`config.mk`:
```
export PLATFORM = sky130hd
export DESIGN_NAME = rio_ind
export DESIGN_NICKNAME = d
export VERILOG_FILES = /design/src/rtl/rio_pkg.sv /design/src/rtl/rio_ind.sv
export SDC_FILE = /design/constraint.sdc
export NUM_CORES = 1
export LEC_CHECK = 0
export BUFFER_PORTS_ARGS = -buffer_cell sky130_fd_sc_hd__buf_2
export CAP_MARGIN = 20
export CORE_MARGIN = 4
export CORE_UTILIZATION = 30
export DETAILED_ROUTE_END_ITERATION = 8
export PLACE_DENSITY = 0.64
export SLEW_MARGIN = 40
export SYNTH_ARGS = -nofsm -noshare
export SYNTH_HDL_FRONTEND = slang
export SYNTH_SLANG_ARGS = --single-unit
```
`constraint.sdc`:
```
create_clock -name mclk_in -period 3.03 [get_ports mclk_in]
set_input_delay 0.303 -clock mclk_in [delete_from_list [all_inputs] [get_ports mclk_in]]
set_output_delay 0.303 -clock mclk_in [all_outputs]
set_load 0.05 [all_outputs]
```
`src/rtl/rio_pkg.sv`:
```
package rio_pkg;

	////////////////////////////////////////////////////////////////////////////
	// timing
	localparam int unsigned CLK_HZ         = 25_000_000;
	localparam int unsigned BLINK_HALF_MS  = 250;
	localparam int unsigned BLINK_HALF_CYC = CLK_HZ / 1000 * BLINK_HALF_MS;
	localparam int unsigned BLINK_CNT_W    = 23;

	////////////////////////////////////////////////////////////////////////////
	// register port
	localparam int unsigned ADDR_W = 8;
	localparam int unsigned DATA_W = 32;

	localparam logic [7:0] REG_CONFIG     = 8'h00;
	localparam logic [7:0] REG_LAMPS      = 8'h04;
	localparam logic [7:0] REG_IRQ_STATUS = 8'h08;
	localparam logic [7:0] REG_IRQ_MASK   = 8'h0c;
	localparam logic [7:0] REG_LINK       = 8'h10;

	localparam logic [4:0] CONFIG_RESET   = 5'h00;
	localparam logic [3:0] IRQ_MASK_RESET = 4'h0;

	////////////////////////////////////////////////////////////////////////////
	// interrupt bits
	localparam int unsigned IRQ_W      = 4;
	localparam int unsigned IRQ_TXERR  = 0;
	localparam int unsigned IRQ_ALARM  = 1;
	localparam int unsigned IRQ_SLAVE_ADDRESS_ERROR_LAMP   = 2;
	localparam int unsigned IRQ_MULTI  = 3;

	////////////////////////////////////////////////////////////////////////////
	// slave addresses and sizes
	localparam logic [4:0] SLAVE_ADDRESS_ERROR_LAMP_FIXED_LO = 5'h1c;
	localparam logic [4:0] SLAVE_ADDRESS_ERROR_LAMP_FIXED_HI = 5'h1e;
	localparam logic [1:0] PTS_4         = 2'h0;
	localparam logic [1:0] PTS_8         = 2'h1;
	localparam logic [1:0] PTS_16        = 2'h2;

	////////////////////////////////////////////////////////////////////////////
	// types
	typedef struct packed {
		logic unit2;
		logic expansion;
		logic hold;
		logic out_single;
		logic in_single;
	} rio_cfg_t;

	typedef struct packed {
		logic       valid;
		logic [4:0] addr;
		logic [1:0] points;
		logic       other_error;
	} rio_slave_t;

	typedef struct packed {
		logic unit_ready_lamp;
		logic input_single_word_lamp;
		logic output_single_word_lamp;
		logic tx_ready_lamp;
		logic hold_lamp;
		logic transmitting_lamp;
		logic terminator_lamp;
		logic slave_address_error_lamp;
		logic slave_output_alarm_lamp;
		logic unit_number_lamp;
	} rio_lamps_t;

	typedef enum logic [1:0] {
		TERM_SEARCH = 2'h0,
		TERM_FOUND  = 2'h1,
		TERM_MULTI  = 2'h3
	} rio_term_t;

endpackage : rio_pkg

```
`src/rtl/rio_ind.sv`:
```
`timescale 1ns/100ps

// Contract
// - unit-ready lamp lit only with power and host recognition of the unit
// - input-mode lamp lit for one input word, dark for two words
// - output-mode lamp lit for one output word, dark for two words
// - master transmission-ready lamp lit while powered and transmitting, off on error
// - master hold lamp lit when inputs are retained on transmission error
// - master transmitting lamp blinks searching or transmitting, on for error, off on fault
// - master terminator lamp on at power-up, off after one terminator, blinks for several
// - slave_address_error_lamp-error lamp steady for slave address 28 to 30, blinks for other address errors
// - slave-alarm lamp lights after an output slave error and stays on
// - alarm keeps one bit only, no address, bit or fault kind
// - expansion unit-number lamp lit as second unit, dark as first
// - expansion transmitting lamp blinks transmitting, on for error, off on fault
// - on transmission error inputs to host are held or cleared per hold setting
// - second expansion unit treats a 4-point slave as an address error
module rio_ind #(
	parameter int unsigned BLINK_HALF_CYC = rio_pkg::BLINK_HALF_CYC
) (
	// clock and reset
	input  wire logic                   mclk_in,
	input  wire logic                   resetn_in,
	// register port
	input  wire logic [7:0]             reg_addr_in,
	input  wire logic [31:0]            reg_wdata_in,
	input  wire logic                   reg_wr_in,
	input  wire logic                   reg_rd_in,
	output logic      [31:0]            reg_rdata_out,
	// unit state
	input  wire logic                   power_good_in,
	input  wire logic                   host_recognised_in,
	input  wire logic                   tx_active_in,
	input  wire logic                   tx_error_in,
	input  wire logic                   unit_fault_in,
	input  wire logic                   term_single_in,
	input  wire logic                   term_multi_in,
	// slave reports
	input  wire rio_pkg::rio_slave_t    slave_in,
	input  wire logic                   slave_alarm_in,
	// input data toward the host
	input  wire logic                   in_word_valid_in,
	input  wire logic [31:0]            in_word_in,
	output logic      [31:0]            host_in_word_out,
	// lamps and interrupt
	output rio_pkg::rio_lamps_t         lamps_out,
	output logic                        irq_out
);

	////////////////////////////////////////////////////////////////////////////
	// functions
	function automatic logic is_fixed_addr(input logic [4:0] addr);
		is_fixed_addr = (addr >= rio_pkg::SLAVE_ADDRESS_ERROR_LAMP_FIXED_LO) && (addr <= rio_pkg::SLAVE_ADDRESS_ERROR_LAMP_FIXED_HI);
	endfunction : is_fixed_addr

	function automatic logic reg_hit(input logic [7:0] addr, input logic [7:0] offs);
		reg_hit = (addr == offs);
	endfunction : reg_hit

	////////////////////////////////////////////////////////////////////////////
	// reset release
	logic                     rst_meta;
	logic                     rstn;

	always_ff @(posedge mclk_in or negedge resetn_in) begin
		if (!resetn_in) begin
			rst_meta <= 1'b0;
			rstn     <= 1'b0;
		end else begin
			rst_meta <= 1'b1;
			rstn     <= rst_meta;
		end
	end

	////////////////////////////////////////////////////////////////////////////
	// registers
	rio_pkg::rio_cfg_t        cfg;
	logic [3:0]               irq_status;
	logic [3:0]               irq_mask;
	logic [3:0]               irq_set;
	logic [3:0]               next_irq_status;
	logic                     wr_cfg;
	logic                     wr_irq_clr;
	logic                     wr_mask;

	assign wr_cfg     = reg_wr_in && reg_hit(reg_addr_in, rio_pkg::REG_CONFIG);
	assign wr_irq_clr = reg_wr_in && reg_hit(reg_addr_in, rio_pkg::REG_IRQ_STATUS);
	assign wr_mask    = reg_wr_in && reg_hit(reg_addr_in, rio_pkg::REG_IRQ_MASK);

	always_ff @(posedge mclk_in or negedge rstn) begin
		if (!rstn) begin
			cfg      <= rio_pkg::CONFIG_RESET;
			irq_mask <= rio_pkg::IRQ_MASK_RESET;
		end else begin
			if (wr_cfg) begin
				cfg <= reg_wdata_in[4:0];
			end
			if (wr_mask) begin
				irq_mask <= reg_wdata_in[3:0];
			end
		end
	end

	// a set in the same cycle as a clear wins
	always_comb begin
		next_irq_status = irq_status;
		if (wr_irq_clr) begin
			next_irq_status = irq_status & ~reg_wdata_in[3:0];
		end
		next_irq_status = next_irq_status | irq_set;
	end

	always_ff @(posedge mclk_in or negedge rstn) begin
		if (!rstn) begin
			irq_status <= 4'h0;
			irq_out    <= 1'b0;
		end else begin
			irq_status <= next_irq_status;
			irq_out    <= |(irq_status & irq_mask);
		end
	end

	////////////////////////////////////////////////////////////////////////////
	// common blink phase
	logic [22:0]              blink_cnt;
	logic                     blink_phase;

	always_ff @(posedge mclk_in or negedge rstn) begin
		if (!rstn) begin
			blink_cnt   <= 23'h00_0000;
			blink_phase <= 1'b0;
		end else if (blink_cnt == 23'(BLINK_HALF_CYC - 1)) begin
			blink_cnt   <= 23'h00_0000;
			blink_phase <= ~blink_phase;
		end else begin
			blink_cnt <= blink_cnt + 23'h00_0001;
		end
	end

	////////////////////////////////////////////////////////////////////////////
	// terminator search
	rio_pkg::rio_term_t       term;
	rio_pkg::rio_term_t       next_term;

	always_comb begin
		next_term = term;
		case (term)
			rio_pkg::TERM_SEARCH: begin
				if (term_multi_in) begin
					next_term = rio_pkg::TERM_MULTI;
				end else if (term_single_in) begin
					next_term = rio_pkg::TERM_FOUND;
				end
			end
			rio_pkg::TERM_FOUND: begin
				if (term_multi_in) begin
					next_term = rio_pkg::TERM_MULTI;
				end
			end
			rio_pkg::TERM_MULTI: begin
				next_term = rio_pkg::TERM_MULTI;
			end
			default: begin
				next_term = rio_pkg::TERM_SEARCH;
			end
		endcase
		if (!power_good_in) begin
			next_term = rio_pkg::TERM_SEARCH;
		end
	end

	always_ff @(posedge mclk_in or negedge rstn) begin
		if (!rstn) begin
			term <= rio_pkg::TERM_SEARCH;
		end else begin
			term <= next_term;
		end
	end

	////////////////////////////////////////////////////////////////////////////
	// slave_address_error_lamp errors and slave alarm
	logic                     slave_address_error_lamp_fixed;
	logic                     slave_address_error_lamp_flash;
	logic                     alarm;
	logic                     hit_fixed;
	logic                     hit_other;
	logic                     tx_error_q;

	assign hit_fixed = slave_in.valid && is_fixed_addr(slave_in.addr);
	assign hit_other = slave_in.valid && !is_fixed_addr(slave_in.addr)
		&& (slave_in.other_error
		|| (cfg.expansion && cfg.unit2 && slave_in.points == rio_pkg::PTS_4));

	always_ff @(posedge mclk_in or negedge rstn) begin
		if (!rstn) begin
			slave_address_error_lamp_fixed <= 1'b0;
			slave_address_error_lamp_flash <= 1'b0;
		end else if (!power_good_in) begin
			slave_address_error_lamp_fixed <= 1'b0;
			slave_address_error_lamp_flash <= 1'b0;
		end else begin
			slave_address_error_lamp_fixed <= slave_address_error_lamp_fixed | hit_fixed;
			slave_address_error_lamp_flash <= slave_address_error_lamp_flash | hit_other;
		end
	end

	// single sticky bit, nothing about which slave or fault kind
	always_ff @(posedge mclk_in or negedge rstn) begin
		if (!rstn) begin
			alarm <= 1'b0;
		end else begin
			alarm <= alarm | slave_alarm_in;
		end
	end

	always_ff @(posedge mclk_in or negedge rstn) begin
		if (!rstn) begin
			tx_error_q <= 1'b0;
		end else begin
			tx_error_q <= tx_error_in;
		end
	end

	assign irq_set[rio_pkg::IRQ_TXERR] = tx_error_in && !tx_error_q;
	assign irq_set[rio_pkg::IRQ_ALARM] = slave_alarm_in && !alarm;
	assign irq_set[rio_pkg::IRQ_SLAVE_ADDRESS_ERROR_LAMP]  = hit_fixed || hit_other;
	assign irq_set[rio_pkg::IRQ_MULTI] = (next_term == rio_pkg::TERM_MULTI)
		&& (term != rio_pkg::TERM_MULTI);

	////////////////////////////////////////////////////////////////////////////
	// input data toward the host

	always_ff @(posedge mclk_in or negedge rstn) begin
		if (!rstn) begin
			host_in_word_out <= 32'h0000_0000;
		end else if (tx_error_in) begin
			if (!cfg.hold) begin
				host_in_word_out <= 32'h0000_0000;
			end
		end else if (in_word_valid_in) begin
			host_in_word_out <= cfg.in_single ? {16'h0000, in_word_in[15:0]} : in_word_in;
		end
	end

	////////////////////////////////////////////////////////////////////////////
	// lamps
	rio_pkg::rio_lamps_t      next_lamps;

	always_comb begin
		next_lamps                          = '0;
		next_lamps.unit_ready_lamp          = power_good_in && host_recognised_in;
		next_lamps.input_single_word_lamp   = power_good_in && cfg.in_single;
		next_lamps.output_single_word_lamp  = power_good_in && cfg.out_single;
		next_lamps.hold_lamp                = power_good_in && cfg.hold && !cfg.expansion;
		next_lamps.unit_number_lamp         = power_good_in && cfg.expansion && cfg.unit2;
		next_lamps.tx_ready_lamp            = power_good_in && !cfg.expansion && tx_active_in
			&& !tx_error_in;
		if (!power_good_in || unit_fault_in) begin
			next_lamps.transmitting_lamp = 1'b0;
		end else if (tx_error_in) begin
			next_lamps.transmitting_lamp = 1'b1;
		end else if (tx_active_in || (!cfg.expansion && term == rio_pkg::TERM_SEARCH)) begin
			next_lamps.transmitting_lamp = blink_phase;
		end
		if (power_good_in && !cfg.expansion) begin
			case (term)
				rio_pkg::TERM_SEARCH: next_lamps.terminator_lamp = 1'b1;
				rio_pkg::TERM_MULTI:  next_lamps.terminator_lamp = blink_phase;
				default:              next_lamps.terminator_lamp = 1'b0;
			endcase
		end
		next_lamps.slave_address_error_lamp = slave_address_error_lamp_fixed ? 1'b1 : (slave_address_error_lamp_flash && blink_phase);
		next_lamps.slave_output_alarm_lamp  = power_good_in && alarm;
	end

	always_ff @(posedge mclk_in or negedge rstn) begin
		if (!rstn) begin
			lamps_out <= '0;
		end else begin
			lamps_out <= next_lamps;
		end
	end

	////////////////////////////////////////////////////////////////////////////
	// read port
	always_ff @(posedge mclk_in or negedge rstn) begin
		if (!rstn) begin
			reg_rdata_out <= 32'h0000_0000;
		end else if (!reg_rd_in) begin
			reg_rdata_out <= 32'h0000_0000;
		end else begin
			case (reg_addr_in)
				rio_pkg::REG_CONFIG:     reg_rdata_out <= {27'h000_0000, cfg};
				rio_pkg::REG_LAMPS:      reg_rdata_out <= {22'h00_0000, lamps_out};
				rio_pkg::REG_IRQ_STATUS: reg_rdata_out <= {28'h000_0000, irq_status};
				rio_pkg::REG_IRQ_MASK:   reg_rdata_out <= {28'h000_0000, irq_mask};
				rio_pkg::REG_LINK:       reg_rdata_out <= {26'h000_0000, alarm, slave_address_error_lamp_flash,
					slave_address_error_lamp_fixed, tx_error_in, term};
				default:                 reg_rdata_out <= 32'h0000_0000;
			endcase
		end
	end
endmodule : rio_ind

```
==> summary.txt <==
====================================================================================
H-tree lvl count                                                                   3
Worst slack, placed                                                          1.04 ns
Share of flip-flops with an asynchronous set or reset after synthesis           1.00
GR Util All Layers                                                             0.123
Syn. warnings                                                                      0
Final Net Count                                                                  577
Post_cts resized                                                                   0
Via count                                                                       3156
Synthesized instance count                                                       356
Number of max-cap violations                                                       0
Start-to-end type of the worst setup path                                    reg2reg
CTS Buf Count                                                                      9
RSZ-0062 raised after global routing                                              no
# clock sinks                                                                     98
Critical path startpoint                                                blink_cnt[0]$_DFF_PN0_
Detailed-routing iteration count for the pre-antenna-repair pass                   4
Global routing met1 resource utilization                                       0.147
Max Slew Vio Count                                                                 0
Wire length of the first global-routing pass                                15900 um
Sum of negative setup slack                                                     0 ns
Chip height                                                                   127 um
Die boundary width                                                            127 um
Flip-flop and latch count after synthesis                                         98
Via count of the first global-routing pass                                      3200
Unique masters post-synth                                                         50
Setup violations, final                                                            0
Total Routed Length                                                         10100 um
Required time of the worst setup path                                        3.23 ns
Top flip-flop cell by instance count after synthesis                    sky130_fd_sc_hd__dfrtp_1
Effective utilization at floorplan                                             0.307
Antenna diode instance count                                                       0
Max-slew headroom at the worst pin                                             0.473
Worst clock skew                                                          0.00626 ns
Slack of the worst reg-to-reg path                                           1.07 ns
Largest net degree at the start of global routing                                 44
Average vias per placed instance                                                4.77
Fin. Hold Viols                                                                    0
Worst-case clock buffer depth                                                      2
Std-Cell Core Area                                                       0.0139 mm^2
Status                                                                     completed
Most Crowded Layer GR                                                           met2
Peak Freq                                                                    509 MHz
DP Wirelength                                                                7480 um
Shortest clock period the worst path allows after layout                     1.96 ns
Share of layout cells above drive strength 1                                   0.330
Final antenna-violating net count                                                  0
Most common cell after layout, fill and taps aside                      sky130_fd_sc_hd__buf_2
Type of destination of the critical path                                   flip-flop
Count of flip-flops with a built-in enable after synthesis                         0
Mean Syn Cell Area                                                         12.0 um^2
Ratio of final minimum period to clock period                                  0.648
Transition time at the pin with the least slew margin                       0.784 ns
Area Overhead vs Synth                                                         23.8%
Reg2reg start                                                           blink_cnt[0]$_DFF_PN0_
Detailed-route DRC error count                                                     0
Least setup slack across all paths after layout                              1.07 ns
Startpoint type of the worst setup path                                    flip-flop
Number of input and output port buffers inserted                                 119
Initial antenna violation count                                                    0
Worst r2r dst                                                           blink_cnt[19]$_DFF_PN0_
Initial detailed-routing violation count                                         167
Path type of the worst min-delay path                                         in2reg
Clock Root Buffer                                                       sky130_fd_sc_hd__clkbuf_16
Most used cells in the layout excluding fill and tap cells              sky130_fd_sc_hd__buf_2 (119), sky130_fd_sc_hd__dfrtp_1 (97), sky130_fd_sc_hd__a22o_1 (35)
Met2 capacity usage during global routing                                      0.207
Worst skew pair latency                                                      0.34 ns
Highest net fanout along the worst path                                           16
Proportion of synthesized chip area in sequential cells                        0.573
CP Data Arrival Time                                                         2.16 ns
Area of the mapped netlist                                              0.00428 mm^2
Max VDD drop                                                              0.000232 V
Number of standard-cell rows in the floorplan                                     43
Path depth of the worst reg2reg path                                               5
TritonCTS clock tree                                                             yes
Routability cong.                                                              0.785
Reg clk slew, reported paths                                                 0.07 ns
Die area                                                                 0.0162 mm^2
Ports                                                                            169
Leakage dissipation                                                          2.65 nW
Met3 track utilization from global routing                                    0.0393
Overflow left after global routing                                                 0
Worst setup endpoint                                                    blink_cnt[19]$_DFF_PN0_
Routed length per instance                                                   15.3 um
Overall power of the completed layout                                        3.00 mW
Power density normalized to cell area                                    566 mW/mm^2
====================================================================================
cells by family (layout without fill, tap and decap cells):
kind of cell	after synthesis	after routing	synth area share
XOR/XNOR	16	16	0.0328
flip-flops	98	98	0.573
adder cells (fa/ha/maj)	5	5	0.0146
other	2	23	0.00176
AND/OR/NAND/NOR	109	109	0.153
multiplexers	14	14	0.0471
AO/OA/AOI/OAI	67	67	0.118
buffers and inverters	45	150	0.0588
flip-flops by register name (all words and copies together), names as in the netlist, 2 cells and up:
register	flops
cfg	5
lamps_out	10
host_in_word_out	32
term	2
irq_mask	4
reg_rdata_out	10
blink_cnt	23
irq_status	4
synthesized netlist by cell type, types with 3 or more instances:
library cell,instances,area (um^2)
sky130_fd_sc_hd__a21o_1,3,22.5
sky130_fd_sc_hd__a21oi_1,14,70.1
sky130_fd_sc_hd__a22o_1,35,307
sky130_fd_sc_hd__and2_1,8,50.1
sky130_fd_sc_hd__buf_4,22,165
sky130_fd_sc_hd__clkbuf_1,12,45.0
sky130_fd_sc_hd__dfrtp_1,98,2450
sky130_fd_sc_hd__ha_1,5,62.6
sky130_fd_sc_hd__inv_1,10,37.5
sky130_fd_sc_hd__mux2_2,9,101
sky130_fd_sc_hd__mux4_2,4,90.1
sky130_fd_sc_hd__nand2_1,10,37.5
sky130_fd_sc_hd__nand2b_1,3,18.8
sky130_fd_sc_hd__nand3_1,11,55.1
sky130_fd_sc_hd__nand4_1,5,31.3
sky130_fd_sc_hd__nor2_1,20,75.1
sky130_fd_sc_hd__nor2b_1,7,43.8
sky130_fd_sc_hd__nor3_1,16,80.1
sky130_fd_sc_hd__nor3b_1,3,22.5
sky130_fd_sc_hd__o21ai_0,3,15.0
sky130_fd_sc_hd__or3_1,3,18.8
sky130_fd_sc_hd__or4_1,4,30.0
sky130_fd_sc_hd__xnor2_1,9,78.8
sky130_fd_sc_hd__xor2_1,7,61.3
final cells by class:
cell class | instances | area, um^2
Multi-Input combinational cell | 234 | 1660
Tap cell | 180 | 225
Clock buffer | 9 | 225
Inverter | 10 | 37.5
Fill cell | 1363 | 8640
Timing Repair Buffer | 125 | 643
Sequential cell | 98 | 2460
Clock inverter | 6 | 52.6
critical path, stage by stage (launching register included):
cell                      delay [ns]
sky130_fd_sc_hd__dfrtp_1        0.38
sky130_fd_sc_hd__ha_1           0.22
sky130_fd_sc_hd__nand4_1        0.19
sky130_fd_sc_hd__nor3_1         0.27
sky130_fd_sc_hd__and4b_1        0.64
sky130_fd_sc_hd__nor3_1         0.13
layer usage:
metal  wire length [um]  part of all wire
met5                  0                 0
met4                210             0.021
met3                688             0.068
met2               5020              0.50
met1               4220              0.42
worst min-delay path by stage:
stage / startpoint / endpoint / slack (ns) / cells past startpoint
after global placement: resetn_in / rst_meta$_DFF_PN0_ / 0.09 / 1
after global routing: unit_fault_in / lamps_out[4]$_DFF_PN0_ / 0.11 / 2
after detailed placement: resetn_in / rst_meta$_DFF_PN0_ / 0.09 / 1
after CTS: unit_fault_in / lamps_out[4]$_DFF_PN0_ / 0.10 / 2
final: unit_fault_in / lamps_out[4]$_DFF_PN0_ / 0.12 / 2
after floorplan: resetn_in / rst_meta$_DFF_PN0_ / 0.007 / 0
what timing repair did:
| item | 4_1_cts | 5_1_grt |
|---|---|---|
| setup buffers | 0 | 0 |
| endpoints found under the hold margin | 2 | 0 |
| hold buffers | 1 | 0 |
where the power goes:
group | total (mW) | switching, mW | leakage (nW) | internal, mW
logic | 0.501 | 0.349 | 1.23 | 0.152
clock network | 1.07 | 0.506 | 0.130 | 0.563
registers | 1.43 | 0.0575 | 1.29 | 1.37
total | 3.00 | 0.912 | 2.65 | 2.08
stage by stage:
stage | std cells | hold slack, ns | util | instance area, um^2
finish | 662 | 0.119 | 0.380 | 5300
global route | 662 | 0.110 | 0.380 | 5300
detailed placement | 646 | 0.0913 | 0.359 | 5010
CTS | 662 | 0.101 | 0.380 | 5300
global placement | 646 | 0.0948 | 0.359 | 5010
floorplan | 377 | 0.00741 | - | 4360
No activity file was read; power rests on OpenSTA's default activity.
